--- config.mk ---
export PLATFORM = sky130hd
export DESIGN_NAME = adcc_top
export DESIGN_NICKNAME = d
export VERILOG_FILES = /design/src/common/adcc_pkg.sv /design/src/common/adcc_link_if.sv /design/src/adcc_pinsel.sv /design/src/adcc_sar.sv /design/src/adcc_top.sv
export SDC_FILE = /design/constraint.sdc
export NUM_CORES = 1
export LEC_CHECK = 0
export BUFFER_PORTS_ARGS = -buffer_cell sky130_fd_sc_hd__buf_2
export CAP_MARGIN = 25
export CORE_ASPECT_RATIO = 0.5
export CORE_MARGIN = 2
export CORE_UTILIZATION = 30
export CTS_CLUSTER_SIZE = 8
export DETAILED_ROUTE_END_ITERATION = 10
export PLACE_DENSITY = 0.47
export SYNTH_ARGS = -nofsm -noshare
export SYNTH_HDL_FRONTEND = slang
export SYNTH_HIERARCHICAL = 1
export SYNTH_SLANG_ARGS = --single-unit
--- constraint.sdc ---
create_clock -name pclk -period 2.3 [get_ports pclk]
set_input_delay 0.23 -clock pclk [delete_from_list [all_inputs] [get_ports pclk]]
set_output_delay 0.23 -clock pclk [all_outputs]
set_load 0.02 [all_outputs]
--- src/common/adcc_pkg.sv ---
// constants, register map and types of the converter control block
package adcc_pkg;
  localparam int unsigned ADDR_W = 12;
  localparam int unsigned IDX_W = 10;
  localparam int unsigned DATA_W = 32;
  localparam logic [IDX_W-1:0] CHSEL_IDX = 10'h024;
  localparam logic [IDX_W-1:0] MODE_IDX = 10'h025;
  localparam logic [IDX_W-1:0] REF_IDX = 10'h026;
  localparam logic [IDX_W-1:0] IRQ_STAT_IDX = 10'h027;
  localparam logic [IDX_W-1:0] IRQ_CLR_IDX = 10'h028;
  localparam logic [IDX_W-1:0] IRQ_EN_IDX = 10'h029;
  localparam int unsigned MODE_CMP_BIT = 0;
  localparam int unsigned MODE_BUSY_BIT = 1;
  localparam int unsigned MODE_HW_BIT = 2;
  localparam int unsigned CHSEL_W = 3;
  localparam logic [CHSEL_W-1:0] CH_NONE = 3'h0;
  localparam logic [CHSEL_W-1:0] CH_PROHIBIT = 3'h7;
  localparam logic [CHSEL_W-1:0] CHSEL_RST = 3'h0;
  localparam int unsigned NUM_PINS = 6;
  localparam int unsigned RES_W = 8;
  localparam logic [RES_W-1:0] REF_RST = 8'h00;
  localparam logic [RES_W-1:0] TRIAL_INIT = 8'h80;
  localparam int unsigned IRQ_W = 2;
  localparam int unsigned IRQ_HW_DONE = 0;
  localparam int unsigned IRQ_SW_CMP = 1;
  localparam int unsigned CLK_NS = 20;
  localparam int unsigned INSTR_NS = 2000;
  localparam int unsigned INSTR_CYCLES = (INSTR_NS + CLK_NS - 1) / CLK_NS;
  localparam int unsigned CYC_W = 12;
  localparam int unsigned SW_CMP_INSTR = 3;
  localparam logic [4:0] HW_BUSY_INSTR = 5'h0f;
  localparam logic [4:0] HW_DONE_INSTR = 5'h11;
  localparam logic [4:0] HW_LAST_DECIDE = 5'h0f;
  typedef enum logic {
    SAR_IDLE = 1'b0,
    SAR_RUN = 1'b1
  } adcc_sar_state_type;
endpackage

--- src/common/adcc_link_if.sv ---
// signals between the control top, the approximation sequencer and the pin selector
`timescale 1ns/100ps
`default_nettype none
interface adcc_link_if;
  import adcc_pkg::*;
  logic start;
  logic stop;
  logic cmp_above;
  logic busy;
  logic done;
  logic [RES_W-1:0] trial;
  logic [RES_W-1:0] result;
  logic [CHSEL_W-1:0] chsel;
  logic [NUM_PINS-1:0] analog_sel;
  logic [NUM_PINS-1:0] force_input;
  modport ctl (output start, stop, cmp_above, input busy, done, trial, result);
  modport sar (input start, stop, cmp_above, output busy, done, trial, result);
  modport pin_ctl (output chsel, input analog_sel, force_input);
  modport pin (input chsel, output analog_sel, force_input);
endinterface
`default_nettype wire

--- src/adcc_pinsel.sv ---
// channel decode and forcing of the shared pins into input mode
`timescale 1ns/100ps
`default_nettype none
module adcc_pinsel (
  // clock and reset
  input wire logic pclk,
  input wire logic presetn,
  input wire logic pclk_en,
  // channel and pin modes
  adcc_link_if.pin lnk
);
  import adcc_pkg::*;
  logic [NUM_PINS-1:0] sel_ff;
  logic [NUM_PINS-1:0] force_ff;
  logic any_sel;
  // the prohibited code selects no pin at all
  assign any_sel = (lnk.chsel != CH_NONE) && (lnk.chsel != CH_PROHIBIT);

  for (genvar i = 0; i < NUM_PINS; i++) begin : g_pin
    always_ff @(posedge pclk or negedge presetn) begin
      if (!presetn) begin
        sel_ff[i] <= 1'b0;
        force_ff[i] <= 1'b0;
      end else if (pclk_en) begin
        sel_ff[i] <= any_sel && (lnk.chsel == CHSEL_W'(i + 1));
        force_ff[i] <= any_sel && (lnk.chsel != CHSEL_W'(i + 1));
      end
    end
  end

  assign lnk.analog_sel = sel_ff;
  assign lnk.force_input = force_ff;

  pin_force_a: assert property (
    @(posedge pclk) disable iff (!presetn)
    (sel_ff != '0) |-> ($onehot(sel_ff) && (force_ff == ~sel_ff)))
    else $error("unselected pins not forced to input");
  prohibit_code_a: assert property (
    @(posedge pclk) disable iff (!presetn)
    (pclk_en && (lnk.chsel == CH_PROHIBIT)) |=> ((sel_ff == '0) && (force_ff == '0)))
    else $error("prohibited channel code drove a pin");
endmodule
`default_nettype wire

--- src/adcc_sar.sv ---
// hardware successive approximation sequencer, counted in instruction times
`timescale 1ns/100ps
`default_nettype none
module adcc_sar #(
  parameter int unsigned INSTR_CYC = adcc_pkg::INSTR_CYCLES
) (
  // clock and reset
  input wire logic pclk,
  input wire logic presetn,
  input wire logic pclk_en,
  // converter link
  adcc_link_if.sar lnk
);
  import adcc_pkg::*;
  localparam logic [CYC_W-1:0] CYC_LAST = CYC_W'(INSTR_CYC - 1);
  if ((INSTR_CYC < 4) || (INSTR_CYC >= (2 ** CYC_W))) begin : g_bad_cyc
    $error("instruction length out of range");
  end

  adcc_sar_state_type state_ff;
  logic [CYC_W-1:0] cyc_ff;
  logic [4:0] instr_ff;
  logic [4:0] nxt_instr;
  logic [RES_W-1:0] trial_ff;
  logic [RES_W-1:0] mask_ff;
  logic [RES_W-1:0] result_ff;
  logic [RES_W-1:0] kept;
  logic busy_ff;
  logic done_ff;
  logic instr_end;
  logic decide;

  assign instr_end = (state_ff == SAR_RUN) && (cyc_ff == CYC_LAST);
  assign nxt_instr = instr_ff + 5'h01;
  // one bit is judged every two instructions, leaving the comparator time to settle
  assign decide = instr_end && instr_ff[0] && (instr_ff <= HW_LAST_DECIDE);
  assign kept = lnk.cmp_above ? trial_ff : (trial_ff & ~mask_ff);

  always_ff @(posedge pclk or negedge presetn) begin
    if (!presetn) begin
      state_ff <= SAR_IDLE;
    end else if (pclk_en) begin
      case (state_ff)
        SAR_IDLE: begin
          if (lnk.start) begin
            state_ff <= SAR_RUN;
          end
        end
        SAR_RUN: begin
          if (lnk.stop || (instr_end && (nxt_instr == HW_DONE_INSTR))) begin
            state_ff <= SAR_IDLE;
          end
        end
        default: state_ff <= SAR_IDLE;
      endcase
    end
  end

  always_ff @(posedge pclk or negedge presetn) begin
    if (!presetn) begin
      cyc_ff <= '0;
      instr_ff <= '0;
    end else if (pclk_en) begin
      if (lnk.start) begin
        cyc_ff <= '0;
        instr_ff <= '0;
      end else if (instr_end) begin
        cyc_ff <= '0;
        instr_ff <= nxt_instr;
      end else if (state_ff == SAR_RUN) begin
        cyc_ff <= cyc_ff + 1'b1;
      end
    end
  end

  always_ff @(posedge pclk or negedge presetn) begin
    if (!presetn) begin
      trial_ff <= '0;
      mask_ff <= '0;
    end else if (pclk_en) begin
      if (lnk.start) begin
        trial_ff <= TRIAL_INIT;
        mask_ff <= TRIAL_INIT;
      end else if (lnk.stop) begin
        // a stopped conversion leaves no stale trial value on the ladder
        trial_ff <= '0;
        mask_ff <= '0;
      end else if (decide) begin
        trial_ff <= kept | (mask_ff >> 1);
        mask_ff <= mask_ff >> 1;
      end
    end
  end

  always_ff @(posedge pclk or negedge presetn) begin
    if (!presetn) begin
      busy_ff <= 1'b0;
      done_ff <= 1'b0;
      result_ff <= '0;
    end else if (pclk_en) begin
      done_ff <= 1'b0;
      if (lnk.start) begin
        busy_ff <= 1'b1;
      end else if (lnk.stop) begin
        busy_ff <= 1'b0;
      end else if (instr_end && (nxt_instr == HW_BUSY_INSTR)) begin
        busy_ff <= 1'b0;
      end else if (instr_end && (nxt_instr == HW_DONE_INSTR)) begin
        done_ff <= 1'b1;
        result_ff <= trial_ff;
      end
    end
  end

  assign lnk.busy = busy_ff;
  assign lnk.done = done_ff;
  assign lnk.trial = trial_ff;
  assign lnk.result = result_ff;

  busy_span_a: assert property (
    @(posedge pclk) disable iff (!presetn)
    ($fell(busy_ff) && !$past(lnk.stop)) |-> (instr_ff == HW_BUSY_INSTR))
    else $error("busy did not clear at instruction fifteen");
  done_time_a: assert property (
    @(posedge pclk) disable iff (!presetn)
    $rose(done_ff) |-> ((instr_ff == HW_DONE_INSTR) && (state_ff == SAR_IDLE)))
    else $error("conversion did not end at instruction seventeen");
  all_bits_a: assert property (
    @(posedge pclk) disable iff (!presetn)
    $rose(done_ff) |-> ((mask_ff == '0) && (result_ff == $past(trial_ff))))
    else $error("result loaded before all eight bits were judged");
  hw_done_c: cover property (@(posedge pclk) disable iff (!presetn) $rose(done_ff));
endmodule
`default_nettype wire

--- src/adcc_top.sv ---
// converter channel and mode control with its register slave on the peripheral bus
//
// Behaviour
// the selected pin is converted to eight bits against an internal reference
// mode register bit two chooses software single compare or hardware conversion
// software mode compares pin to software reference, result on mode bit zero
// software may step the reference bit by bit to approximate the input
// hardware mode steps the reference itself and yields an eight bit result
// mode register bit one shows a hardware conversion in progress
// channel code zero unused, one to six pick pins, seven prohibited
// a selected pin forces the other five shared pins into input mode
// software turns off pull-downs of pins zero to three before converting
// channel register at index 24h, read and write, top bit reads zero
// channel clears on power-on reset, kept over host enable reset
// writing one starts hardware conversion, zero stops it; reference write starts compare
// compare flag is zero when input below reference, one when above
// conversion ends seventeen instructions after start, busy clears after fifteen
// software compare result is valid three instructions after the reference write
`timescale 1ns/100ps
`default_nettype none
module adcc_top #(
  parameter int unsigned INSTR_CYC = adcc_pkg::INSTR_CYCLES
) (
  // clock, enable and reset
  input wire logic pclk,
  input wire logic pclk_en,
  input wire logic presetn,
  // peripheral bus slave
  input wire logic psel,
  input wire logic penable,
  input wire logic pwrite,
  input wire logic [adcc_pkg::ADDR_W-1:0] paddr,
  input wire logic [adcc_pkg::DATA_W-1:0] pwdata,
  output logic [adcc_pkg::DATA_W-1:0] prdata,
  output logic pready,
  output logic pslverr,
  // host enable reset, same clock
  input wire logic ce_reset,
  // analog front end
  input wire logic cmp_above_pin,
  output logic [adcc_pkg::RES_W-1:0] ref_level,
  output logic [adcc_pkg::NUM_PINS-1:0] pin_analog_sel,
  output logic [adcc_pkg::NUM_PINS-1:0] pin_force_input,
  // interrupt
  output logic irq
);
  import adcc_pkg::*;
  localparam int unsigned SW_CYC = SW_CMP_INSTR * INSTR_CYC;
  localparam logic [CYC_W-1:0] SW_LAST = CYC_W'(SW_CYC - 1);
  if ((INSTR_CYC < 4) || (SW_CYC >= (2 ** CYC_W))) begin : g_bad_cyc
    $error("instruction length out of range");
  end

  adcc_link_if link ();

  logic [CHSEL_W-1:0] chsel_ff;
  logic hw_mode_ff;
  logic cmp_ff;
  logic [RES_W-1:0] ref_ff;
  logic [RES_W-1:0] ref_out_ff;
  logic [CYC_W-1:0] sw_cnt_ff;
  logic sw_run_ff;
  logic [IRQ_W-1:0] irq_stat_ff;
  logic [IRQ_W-1:0] irq_en_ff;
  logic [IRQ_W-1:0] events;
  logic capt_ff;
  logic [DATA_W-1:0] prdata_ff;
  logic [DATA_W-1:0] rdata;
  logic cmp_meta_ff;
  logic cmp_sync_ff;
  logic [IDX_W-1:0] idx;
  logic aligned;
  logic hit_chsel;
  logic hit_mode;
  logic hit_ref;
  logic hit_stat;
  logic hit_clr;
  logic hit_en;
  logic mapped;
  logic wr_acc;
  logic wr_chsel;
  logic wr_mode;
  logic wr_ref;
  logic wr_clr;
  logic wr_en;
  logic sw_done;

  // address decode; word index sits above the byte lanes
  assign idx = paddr[ADDR_W-1:2];
  assign aligned = (paddr[1:0] == 2'h0);
  assign hit_chsel = aligned && (idx == CHSEL_IDX);
  assign hit_mode = aligned && (idx == MODE_IDX);
  assign hit_ref = aligned && (idx == REF_IDX);
  assign hit_stat = aligned && (idx == IRQ_STAT_IDX);
  assign hit_clr = aligned && (idx == IRQ_CLR_IDX);
  assign hit_en = aligned && (idx == IRQ_EN_IDX);
  assign mapped = hit_chsel | hit_mode | hit_ref | hit_stat | hit_clr | hit_en;

  // a frozen clock stalls the bus instead of dropping a write
  assign pready = psel && penable && capt_ff && pclk_en;
  assign pslverr = pready && !mapped;
  assign wr_acc = pready && pwrite && mapped;
  assign wr_chsel = wr_acc && hit_chsel;
  assign wr_mode = wr_acc && hit_mode;
  assign wr_ref = wr_acc && hit_ref;
  assign wr_clr = wr_acc && hit_clr;
  assign wr_en = wr_acc && hit_en;

  always_comb begin
    rdata = '0;
    if (hit_chsel) begin
      rdata[CHSEL_W-1:0] = chsel_ff;
    end else if (hit_mode) begin
      rdata[MODE_HW_BIT] = hw_mode_ff;
      rdata[MODE_BUSY_BIT] = link.busy;
      rdata[MODE_CMP_BIT] = cmp_ff;
    end else if (hit_ref) begin
      rdata[RES_W-1:0] = ref_ff;
    end else if (hit_stat) begin
      rdata[IRQ_W-1:0] = irq_stat_ff;
    end else if (hit_en) begin
      rdata[IRQ_W-1:0] = irq_en_ff;
    end
  end

  always_ff @(posedge pclk or negedge presetn) begin
    if (!presetn) begin
      capt_ff <= 1'b0;
      prdata_ff <= '0;
    end else if (pclk_en) begin
      capt_ff <= psel;
      if (psel) begin
        prdata_ff <= rdata;
      end
    end
  end
  assign prdata = prdata_ff;

  // comparator output comes from the analog domain
  always_ff @(posedge pclk or negedge presetn) begin
    if (!presetn) begin
      cmp_meta_ff <= 1'b0;
      cmp_sync_ff <= 1'b0;
    end else if (pclk_en) begin
      cmp_meta_ff <= cmp_above_pin;
      cmp_sync_ff <= cmp_meta_ff;
    end
  end

  // channel select survives the host enable reset
  always_ff @(posedge pclk or negedge presetn) begin
    if (!presetn) begin
      chsel_ff <= CHSEL_RST;
    end else if (pclk_en && wr_chsel) begin
      chsel_ff <= pwdata[CHSEL_W-1:0];
    end
  end

  always_ff @(posedge pclk or negedge presetn) begin
    if (!presetn) begin
      hw_mode_ff <= 1'b0;
    end else if (pclk_en && wr_mode) begin
      hw_mode_ff <= pwdata[MODE_HW_BIT];
    end
  end

  assign link.start = wr_mode && pwdata[MODE_HW_BIT];
  assign link.stop = (wr_mode && !pwdata[MODE_HW_BIT]) || ce_reset;
  assign link.cmp_above = cmp_sync_ff;
  assign link.chsel = chsel_ff;

  // reference register: software owns it in software mode, the sequencer result lands here
  always_ff @(posedge pclk or negedge presetn) begin
    if (!presetn) begin
      ref_ff <= REF_RST;
    end else if (pclk_en) begin
      if (ce_reset && hw_mode_ff) begin
        ref_ff <= REF_RST;
      end else if (link.done) begin
        ref_ff <= link.result;
      end else if (wr_ref && !hw_mode_ff) begin
        ref_ff <= pwdata[RES_W-1:0];
      end
    end
  end

  always_ff @(posedge pclk or negedge presetn) begin
    if (!presetn) begin
      ref_out_ff <= REF_RST;
    end else if (pclk_en) begin
      // busy drops one instruction before the last bit is judged, so follow the mode bit
      ref_out_ff <= hw_mode_ff ? link.trial : ref_ff;
    end
  end
  assign ref_level = ref_out_ff;

  // single compare in software mode; the ladder needs three instructions to settle
  assign sw_done = pclk_en && sw_run_ff && (sw_cnt_ff == '0);
  always_ff @(posedge pclk or negedge presetn) begin
    if (!presetn) begin
      sw_run_ff <= 1'b0;
      sw_cnt_ff <= '0;
      cmp_ff <= 1'b0;
    end else if (pclk_en) begin
      if (link.start || ce_reset) begin
        sw_run_ff <= 1'b0;
      end else if (wr_ref && !hw_mode_ff) begin
        sw_run_ff <= 1'b1;
        sw_cnt_ff <= SW_LAST;
      end else if (sw_done) begin
        sw_run_ff <= 1'b0;
        cmp_ff <= cmp_sync_ff;
      end else if (sw_run_ff) begin
        sw_cnt_ff <= sw_cnt_ff - 1'b1;
      end
    end
  end

  // sticky events; a new event beats a clear in the same cycle
  assign events[IRQ_HW_DONE] = pclk_en && link.done;
  assign events[IRQ_SW_CMP] = sw_done;
  always_ff @(posedge pclk or negedge presetn) begin
    if (!presetn) begin
      irq_stat_ff <= '0;
    end else if (pclk_en) begin
      irq_stat_ff <= (irq_stat_ff & ~(wr_clr ? pwdata[IRQ_W-1:0] : '0)) | events;
    end
  end

  always_ff @(posedge pclk or negedge presetn) begin
    if (!presetn) begin
      irq_en_ff <= '0;
    end else if (pclk_en && wr_en) begin
      irq_en_ff <= pwdata[IRQ_W-1:0];
    end
  end
  assign irq = |(irq_stat_ff & irq_en_ff);

  adcc_sar #(
    .INSTR_CYC(INSTR_CYC)
  ) u_sar (
    .pclk(pclk),
    .presetn(presetn),
    .pclk_en(pclk_en),
    .lnk(link.sar)
  );

  adcc_pinsel u_pinsel (
    .pclk(pclk),
    .presetn(presetn),
    .pclk_en(pclk_en),
    .lnk(link.pin)
  );

  assign pin_analog_sel = link.analog_sel;
  assign pin_force_input = link.force_input;

  chsel_read_a: assert property (
    @(posedge pclk) disable iff (!presetn)
    (pready && !pwrite && hit_chsel) |-> (prdata_ff[DATA_W-1:CHSEL_W] == '0))
    else $error("channel register upper bits not zero");
  chsel_keep_a: assert property (
    @(posedge pclk) disable iff (!presetn)
    (ce_reset && !wr_chsel) |=> $stable(chsel_ff))
    else $error("host enable reset changed the channel");
  start_busy_a: assert property (
    @(posedge pclk) disable iff (!presetn)
    (pclk_en && link.start) |=> (link.busy && hw_mode_ff) [*2])
    else $error("busy not raised by hardware start");
  stop_idle_a: assert property (
    @(posedge pclk) disable iff (!presetn)
    (pclk_en && wr_mode && !pwdata[MODE_HW_BIT]) |=> (!link.busy && !hw_mode_ff))
    else $error("conversion kept running after stop");
  sw_start_a: assert property (
    @(posedge pclk) disable iff (!presetn)
    (pclk_en && wr_ref && !hw_mode_ff && !ce_reset) |=> (sw_run_ff && (sw_cnt_ff == SW_LAST)))
    else $error("reference write did not start a compare");
  sw_result_a: assert property (
    @(posedge pclk) disable iff (!presetn)
    sw_done |=> (cmp_ff == $past(cmp_sync_ff)))
    else $error("compare flag does not follow comparator");
  event_wins_a: assert property (
    @(posedge pclk) disable iff (!presetn)
    (events != '0) |=> ((irq_stat_ff & $past(events)) == $past(events)))
    else $error("event lost against clear");
  sw_done_c: cover property (@(posedge pclk) disable iff (!presetn) sw_done && cmp_sync_ff);
  chsel_c: cover property (@(posedge pclk) disable iff (!presetn) wr_chsel && (pwdata[2:0] == 3'h6));
  irq_c: cover property (@(posedge pclk) disable iff (!presetn) $rose(irq));
endmodule
`default_nettype wire

==> run summary, run 1 <==
The tool flagged a number of max-cap violations equal to 0. The layout has 1853 filler cells. Combinational cells account for 17.9% of the total power. Of all nets on the critical path, the largest fanout is 4. By area, the combinational part of the netlist is dominated by compound AO/OA/AOI/OAI gates. The mean number of vias per cell was 5.02; the met2 capacity usage during global routing was 24.5%.

The simple-gate area share of the yosys netlist is 16.5%. The multiplexer fraction of the synthesized cell area works out to 6.78%. In the global route stage, overall resource usage came out at 15.0%. The last weighted congestion value of the routability-driven placer is 0.773, and the share of flip-flops with an asynchronous set or reset after synthesis is 100%. Number of instances in the synthesized netlist: 548. The run finished with clean final reports. The combined area of the multi-input logic cells came out at 0.00273 mm².

The first global-routing pass estimated 23600 µm of wire. The area fraction in compound gates after synthesis works out to 19.5%. The number of cells on the worst reg-to-reg path is 10. Across the routed clock network, the largest skew measured is 0.00597 ns.

The later pin in the worst-skew pair is clocked with a latency of 0.35 ns. The horizontal extent of the die is 197 µm, and the largest net degree at the start of global routing is 45. The internal cell power is 3.20 mW, and the share of post-route cells with drive strength above 1 is 26.9%. The tools report the switching power of the nets as 1.32 mW. The repair_antennas step left the layout with diodes totalling 0. The total area inside the core boundary comes to 0.0183 mm².

After detailed routing, the average wire length per cell comes to 16.0 µm. The synthesized-area fraction occupied by xor and xnor cells was 1.56%; the total power density per cell area was 658 mW/mm². The setup TNS is 0 ns, and the peak supply drop is 375 µV. The signal on the critical path passes through and4_1 -> and3_4 -> nand4_1 -> inv_1 -> buf_4 -> nor2_4 -> nand2_2 -> nand4bb_4 -> clkbuf_16 -> mux2_2.

Net switching is 29.1% of the power. The number of synthesized flops with an enable pin works out to 0. The top flip-flop cell by instance count after synthesis was dfrtp_1.

Dividing the final minimum period by the clock period gives 95.3%. The adder-cell share of the synthesized area was 1.34%. The global-route layer with the greatest usage was met2. For the distinct cell type count after synthesis, the log shows 74.

For the first-pass detailed-route iteration total, the log shows 4. The tools report the initial core utilization as 30.6%. Clock tree synthesis inserted a total of 9 buffers.

A synthesized cell averages 10.2 µm². Total power for the finished layout comes to 4.52 mW. The worst stage delay on the critical path is 0.37 ns, and the buffer levels on the longest clock path is 2. The tools report the startpoint of the most critical hold path as cmp_above_pin. For met1 alone, demand over resource in global routing was 20.7%. The portion of the post-synthesis area used by sequential elements is 46.8%, and the count of placed standard cells in the final layout, fillers left out is 894. The count of input and output buffers was 58; the post-detailed-route count of antenna-violating nets was 0.

In this run the critical register-to-register path is captured at u_sar/lnk.result[0]. The tools report the hold-critical path endpoint as cmp_meta_ff. From synthesis to final layout, the design area changed by 22.4%. The count of final hold-check violations is 0.

Path class of the lowest-slack min-delay path: input pin to flop. For the via count, the log shows 4485. 107 I/O pins were placed. For the number of standard-cell rows in the floorplan, the log shows 35. The cell count after placement was 874; the sequential cell area was 0.00263 mm².

Headroom to the max-slew limit came out at 51.2%. The final net count came out at 707. The total congestion overflow was 0; the half-perimeter wire length after placement was 10300 µm. The type of destination of the critical path was a flop.

The met3 usage in global routing came out at 3.04%. The highest clock rate was 456 MHz; the initial antenna violation count was 0. The clock root buffer is clkbuf_16. The clock share of power came out at 35.2%. The clock transition at the registers of the reported paths works out to 0.07 ns. The analysis attributes to cell leakage a power of 3.15 nW. The clock drives 105 sinks. CTS built an H-tree with a depth of 3.

The Yosys step of the flow raised 6 warnings. For the worst setup path, the data arrival time is 2.42 ns. The worst hold path was traced through 2 stages. The time the worst path needs with I/O delays and setup was 2.19 ns; the area of the mapped netlist was 0.00561 mm².

The run gives 0 as the total DRC errors in the routed layout. From bottom edge to top edge, the die measures 101 µm. Setup repair after global routing left no endpoint under its margin. The via count of the first global-routing pass is 4327, and the register-to-register setup slack is 0.11 ns.

The first routing iteration left 179 violations. The path type of the worst setup path is flop to flop. The slew at the pin with the worst max-slew slack is 0.729 ns. The nature of the critical path startpoint was a flop. The worst register-to-register path begins at capt_ff. The final number of setup-violating endpoints came out at 0. The tools report the final count of pins violating max slew as 0. TritonCTS built the clock tree. The tools report the floorplan die area as 0.0199 mm². After detailed routing, the total wire length is 14300 µm. Data on the critical path is required at its endpoint by 2.53 ns. Cell with the largest stage delay on the worst path: dfrtp_1. Sequential cells burn 46.9% of the power. Synthesis inferred 105 register bits.
[Yosys cell counts, types with 7 or more instances]
cell | instances | area share [%]
a221o_1 | 10 | 1.8
nand2b_1 | 8 | 0.89
a31oi_1 | 8 | 0.89
nor2b_1 | 8 | 0.89
nand4_1 | 8 | 0.89
a22o_1 | 19 | 3.0
mux2i_1 | 20 | 3.6
inv_1 | 27 | 1.8
nand3_1 | 9 | 0.80
mux2_2 | 16 | 3.2
xnor2_1 | 7 | 1.1
dfrtp_1 | 105 | 47
nor2_1 | 38 | 2.5
o2bb2ai_1 | 10 | 1.6
nor3_1 | 14 | 1.2
o21ai_0 | 14 | 1.2
a21oi_1 | 20 | 1.8
a41oi_1 | 8 | 1.2
nor4_1 | 13 | 1.4
nand2_1 | 37 | 2.5
o22ai_1 | 12 | 1.3
clkbuf_1 | 15 | 1.0
buf_4 | 26 | 3.5
[layout by cell type, fill, tap and decap left out, types with 10 or more instances in the layout]
master     synthesis  layout
nor3_1            14      13
mux2i_1           20      20
o2bb2ai_1         10      10
o22ai_1           12      12
inv_1             27      26
mux2_2            16      16
o21ai_0           14      12
a22o_1            19      19
buf_2              6      57
conb_1             1      24
a21oi_1           20      20
a221o_1           10      10
clkbuf_16          0      10
nand2_1           37      36
buf_4             26      54
nor4_1            13      13
dfrtp_1          105     105
nor2_1            38      37
[power groups by stage]
stage          registers [mW]  clock network, mW  logic (mW)
2_1_floorplan            2.13                  0       0.525
3_3_place_gp             2.14                  0       0.761
3_5_place_dp             2.14                  0       0.772
4_1_cts                  2.11               1.66       0.775
5_1_grt                  2.14               1.74       0.895
6_report                 2.12               1.59       0.810
[per-layer routing]
metal  wire length [µm]  vias to the layer above
li1                   -                     2195
met1               6950                     2205
met2               6740                       76
met3                494                        9
met4                120                        0
met5                  0                        -
[kinds of logic after synthesis]
family | after synthesis
AND/OR/NAND/NOR | 170
AO/OA/AOI/OAI | 143
flip-flops | 105
buffers and inverters | 77
multiplexers | 36
XOR/XNOR | 10
adder cells (fa/ha/maj) | 6
other | 1
[state kept, by name (all words and copies together) (netlist names), 5 cells and up]
register	flops
sw_cnt_ff	12
u_sar/cyc_ff	12
prdata	8
ref_ff	8
ref_level	8
u_sar/lnk.result	8
u_sar/lnk.trial	8
u_sar/mask_ff	8
u_pinsel/lnk.analog_sel	6
u_pinsel/lnk.force_input	6
u_sar/instr_ff	5
[worst max-delay path: cells and delay by family, from the launching register on]
family        cells  cell delay [ns]
mux               1             0.26
flops             1             0.37
simple gates      6             0.90
buf+inv           3             0.54
[area by class of cell]
cell class | instances | area share (%)
sequential | 105 | 38.3
timing repair buffer | 117 | 11.7
tap | 240 | 4.37
clock inverter | 6 | 0.948
clock buffer | 10 | 3.48
multi-input combinational | 389 | 39.7
inverter | 27 | 1.48
[how the worst max path moves through the flow]
stage	start	end	slack, ns	cells after the start
2_1_floorplan	pclk_en	u_sar/lnk.result[0]	0.02	12
3_3_place_gp	paddr[6]	u_sar/cyc_ff[7]	-0.09	11
3_5_place_dp	paddr[6]	u_sar/cyc_ff[11]	-0.14	11
4_1_cts	capt_ff	u_sar/lnk.result[6]	0.01	11
5_1_grt	capt_ff	u_sar/lnk.result[0]	0.01	10
6_report	capt_ff	u_sar/lnk.result[0]	0.11	10
[metrics by stage]
step                      setup slack [ns]  util (%)  cell area, µm²  hold WS (ns)
after CTS                           0.0115      36.9            6780         0.108
after detailed placement            -0.137      35.2            6460         0.284
after floorplan                     0.0193         -            5720       -0.0656
final                                0.109      37.4            6870         0.117
after global routing                0.0132      37.4            6870         0.108
after global placement             -0.0899      35.2            6460         0.289
[repair_timing]
action,in CTS,in global routing
cloned,0,1
hold buffers,1,0
resized for setup,1,10
setup endpoints to repair,2,19
hold endpoints to repair,42,0
buffers inserted,0,2
pin swaps,1,5
Note: power is estimated with default switching activity, not from simulation.
==> run 2, diff against run 1 <==
--- a/config.mk
+++ b/config.mk
@@ -5,6 +5,7 @@
 export SDC_FILE = /design/constraint.sdc
 export NUM_CORES = 1
 export LEC_CHECK = 0
+export ABC_AREA = 1
 export BUFFER_PORTS_ARGS = -buffer_cell sky130_fd_sc_hd__buf_2
 export CAP_MARGIN = 25
 export CORE_ASPECT_RATIO = 0.5
==> run summary, run 2 <==
The share of post-route cells with drive strength above 1 is 21.4% (-5.5 points), and the routed wire length is 15000 µm (+5.0%). Clock root buffer: clkbuf_16. The largest fanout on the critical path was 9 (+5). The mean number of vias per cell was 4.48 (-11%). The area of the mapped netlist was 0.00598 mm² (+6.7%); the buffer levels on the longest clock path was 2 (unchanged).

Half-perimeter wire length after placement: 11100 µm (+8.1%). The switching power of the nets is 0.944 mW (-28%), and the last weighted congestion value of the routability-driven placer is 0.809 (+4.7%). The commonest cells after synthesis are 225 x nand2_1, 105 x dfrtp_1, 65 x nor2_1. Final count of pins violating max slew: 0 (unchanged).

Cell taking the most area after synthesis: dfrtp_1. The number of max-cap violations is 0 (unchanged). The total power density per cell area is 551 mW/mm² (-16%).

The horizontal extent of the die works out to 204 µm (+3.2%). Leaving out fill and tap cells, the most frequent cells in the layout are 225 x nand2_1, 105 x dfrtp_1, 65 x nor2_1. The setup path with the least slack is of type flop to flop. The number of synthesized register bits is 105 (unchanged), and the total congestion overflow is 0 (unchanged).

Setup repair after global routing left no endpoint under its margin. The run gives 107 (unchanged) as the number of top-level design ports. Path class of the lowest-slack min-delay path: input pin to flop. Cell count after placement: 1104 (+26%). The tools report the highest clock rate as 480 MHz (+5.3%). The share of power burned in registers is 49.5% (+2.6 points), and the final period utilization is 90.5% (-4.8 points).

The slew at the pin with the worst max-slew slack is 0.588 ns (-0.141 ns). In the post-synthesis netlist, the cell with the most instances is nand2_1. The run finished with clean final reports. The average size of a mapped cell works out to 7.82 µm² (-24%).

The largest net degree at the start of global routing is 54 (+20%). Required arrival time at the worst endpoint: 2.54 ns (about the same). The post-detailed-route count of antenna-violating nets is 0 (unchanged). The final net count is 909 (+29%). The count of final hold-check violations is 0 (unchanged). The initial core utilization is 30.7% (+0.11 points), and the clock sink count is 105 (unchanged).

The clock transition at the registers of the reported paths was 0.07 ns (about the same). Yosys warning count: 6 (unchanged). The time the worst path needs with I/O delays and setup is 2.08 ns (-0.109 ns), and the final number of setup-violating endpoints is 0 (unchanged). The worst endpoint data arrival time was 2.32 ns (-0.10 ns). For the distinct cell type count after synthesis, the log shows 43 (-42%). The count of input and output buffers is 58 (unchanged). Portion of the post-synthesis area used by sequential elements: 43.9% (-2.9 points). The run gives 765 (+40%) as the number of instances in the synthesized netlist. The via count is 5028 (+12%), and the switching share of power is 24.5% (-4.6 points). TritonCTS built the clock tree. The top cell type's share of synthesized area is 43.9% (-2.9 points), and the normalized max-slew margin is 60.8% (+9.6 points). The share of flip-flops with an asynchronous set or reset after synthesis came out at 100% (unchanged). The average wire per cell in the routed design works out to 13.4 µm (-16%). Commonest non-fill, non-tap cell in the layout: nand2_1.

The peak supply drop was 381 µV (+1.5%). The run gives 0.00811 ns (+0.00214 ns) as the post-route clock skew. The count of placed standard cells in the final layout, fillers left out was 1122 (+26%). The initial antenna violation count is 0 (unchanged), and the detailed router's first-iteration violation count is 209 (+17%). The most used flip-flop cell after synthesis is dfrtp_1. The number of synthesized flops with an enable pin is 0 (unchanged). For the CTS buffer count, the log shows 9 (unchanged). The worst setup slack after placement was -0.0121 ns (+0.124 ns). STA classifies the critical path endpoint as a flop.

In the final layout, the registers with the most flip-flops are sw_cnt_ff: 12 flops, u_sar/cyc_ff: 12 flops. The run gives 0 (unchanged) as the number of inserted diodes. The tools report the core region area as 0.0195 mm² (+6.3%). The area growth from synthesis to layout came out at 16.7%. Total DRC errors in the routed layout: 0 (unchanged). The deepest level of the CTS H-tree came out at 3 (unchanged). The floorplan die area was 0.0212 mm² (+6.5%); the total track usage was 15.0% (-0.087 points).

Number of standard-cell rows in the floorplan: 36 (+2.9%). The final non-filler cell area was 0.00699 mm² (+1.7%). The run gives 0.00666 mm² (+3.0%) as the placed standard-cell area. The run gives 2.91 mW (-9.2%) as the internal cell power.

Cell leakage power: 3.61 nW (+14%). The wire length of the first global-routing pass was 25100 µm (+6.3%). The number of instances resized during post-cts repair was 0 (-1); the clock share of power was 43.0% (+7.8 points). Ranked by total cell area, the synthesized netlist is headed by dfrtp_1 44%, nand2_1 14%, nand3_1 4.3%. The run gives 4 (unchanged) as the first-pass detailed-route iteration total. The logs give 7.5% (-10 points) for the power share of the combinational group and 0.218 ns (+0.109 ns) for the post-layout worst setup margin. The worst setup path is launched from a flop. The clock insertion delay at the later pin of the skew report was 0.35 ns (about the same).

The via count of the first global-routing pass was 4848 (+12%); the die boundary height was 104 µm (+3.2%).
==> run 2: cell types whose count changed after synthesis, sizes merged, moves of 10 or more <==
cell and change:
nand2 +207, nand3 +48, a22o -20, o22ai -10, mux2i -20, o21ai +58
inv +53, nor2 +37, a221o -10, mux2 -16, o2bb2ai -10, nor4 -14
clkbuf -12
==> run 2: worst paths after layout <==
path,startpoint,to,slack (ns),cells past startpoint
min in group asynchronous,presetn,sw_cnt_ff[4],0.42,2
max in group asynchronous,presetn,u_pinsel/lnk.analog_sel[0],1.16,3
setup reg to reg,u_sar/instr_ff[0],u_sar/lnk.result[7],0.22,12
setup / recovery,u_sar/instr_ff[0],u_sar/lnk.result[7],0.22,12
hold / removal,cmp_above_pin,cmp_meta_ff,0.11,3
hold reg to reg,u_sar/mask_ff[0],u_sar/mask_ff[0],0.47,2
==> run 2: metrics by stage <==
stage	total power [mW]	hold slack, ns	setup TNS (ns)	util, %
floorplan	2.14	-0.0656	0	-
global placement	2.23	0.269	-0.0117	34.1
detailed placement	2.23	0.274	-0.0284	34.1
CTS	3.92	0.105	0	35.8
global route	4.02	0.145	0	35.8
finish	3.85	0.112	0	35.8
==> run 2: layout make-up <==
| type | count | area, µm² |
|---|---|---|
| Fill cell | 2083 | 12500 |
| Multi-Input combinational cell | 557 | 2810 |
| Sequential cell | 105 | 2630 |
| Timing Repair Buffer | 93 | 583 |
| Tap cell | 266 | 333 |
| Inverter | 85 | 323 |
| Clock buffer | 11 | 233 |
| Clock inverter | 5 | 80.1 |
==> run 2: kinds of logic (layout without fill, tap and decap cells) <==
family / count (synthesis) / in the layout / share of synthesized area, %
DFF: 105 / 105 / 43.9
buffers and inverters: 126 / 194 / 10.6
adders and majority gates: 6 / 6 / 1.25
other: 1 / 24 / 0.0627
xor gates and xnor gates: 11 / 11 / 1.61
and+or+nand+nor: 416 / 416 / 32.8
AOI/OAI and AO/OA: 100 / 100 / 9.70
==> run 2: repair_timing <==
| item | CTS | global route |
|---|---|---|
| setup buffers | 0 | 1 |
| endpoints found under the setup margin | 0 | 8 |
| hold buffers | 1 | 0 |
| hold endpoints to repair | 40 | 0 |
==> run 2: metal layers <==
metal  up-vias  global-route usage (%)  routed length [µm]
met5         -                       0                   0
met4         0                    2.97                 102
met3         9                    3.13                 515
met2        68                    24.2                6940
met1      2384                    20.6                7460
li1       2567                       -                   -
==> run 2: worst max-delay path, cell delays in order (launching register included) <==
cell and delay [ns]:
dfrtp_1 0.44, ha_1 0.25, nand2_1 0.07, nor2_1 0.04, ha_1 0.29, inv_1 0.08, nand2_1 0.05, nor2_1 0.19
inv_2 0.07, nor2_4 0.19, nand3_4 0.16, nand2_1 0.10, nand2_1 0.05
==> run 2: power by group through the flow <==
stage                     sequential [mW]  combinational, mW  clock [mW]
final                                1.91              0.290        1.66
after global routing                 1.91              0.329        1.78
after CTS                            1.91              0.296        1.72
after floorplan                      1.94              0.200           0
after detailed placement             1.94              0.293           0
after global placement               1.94              0.292           0
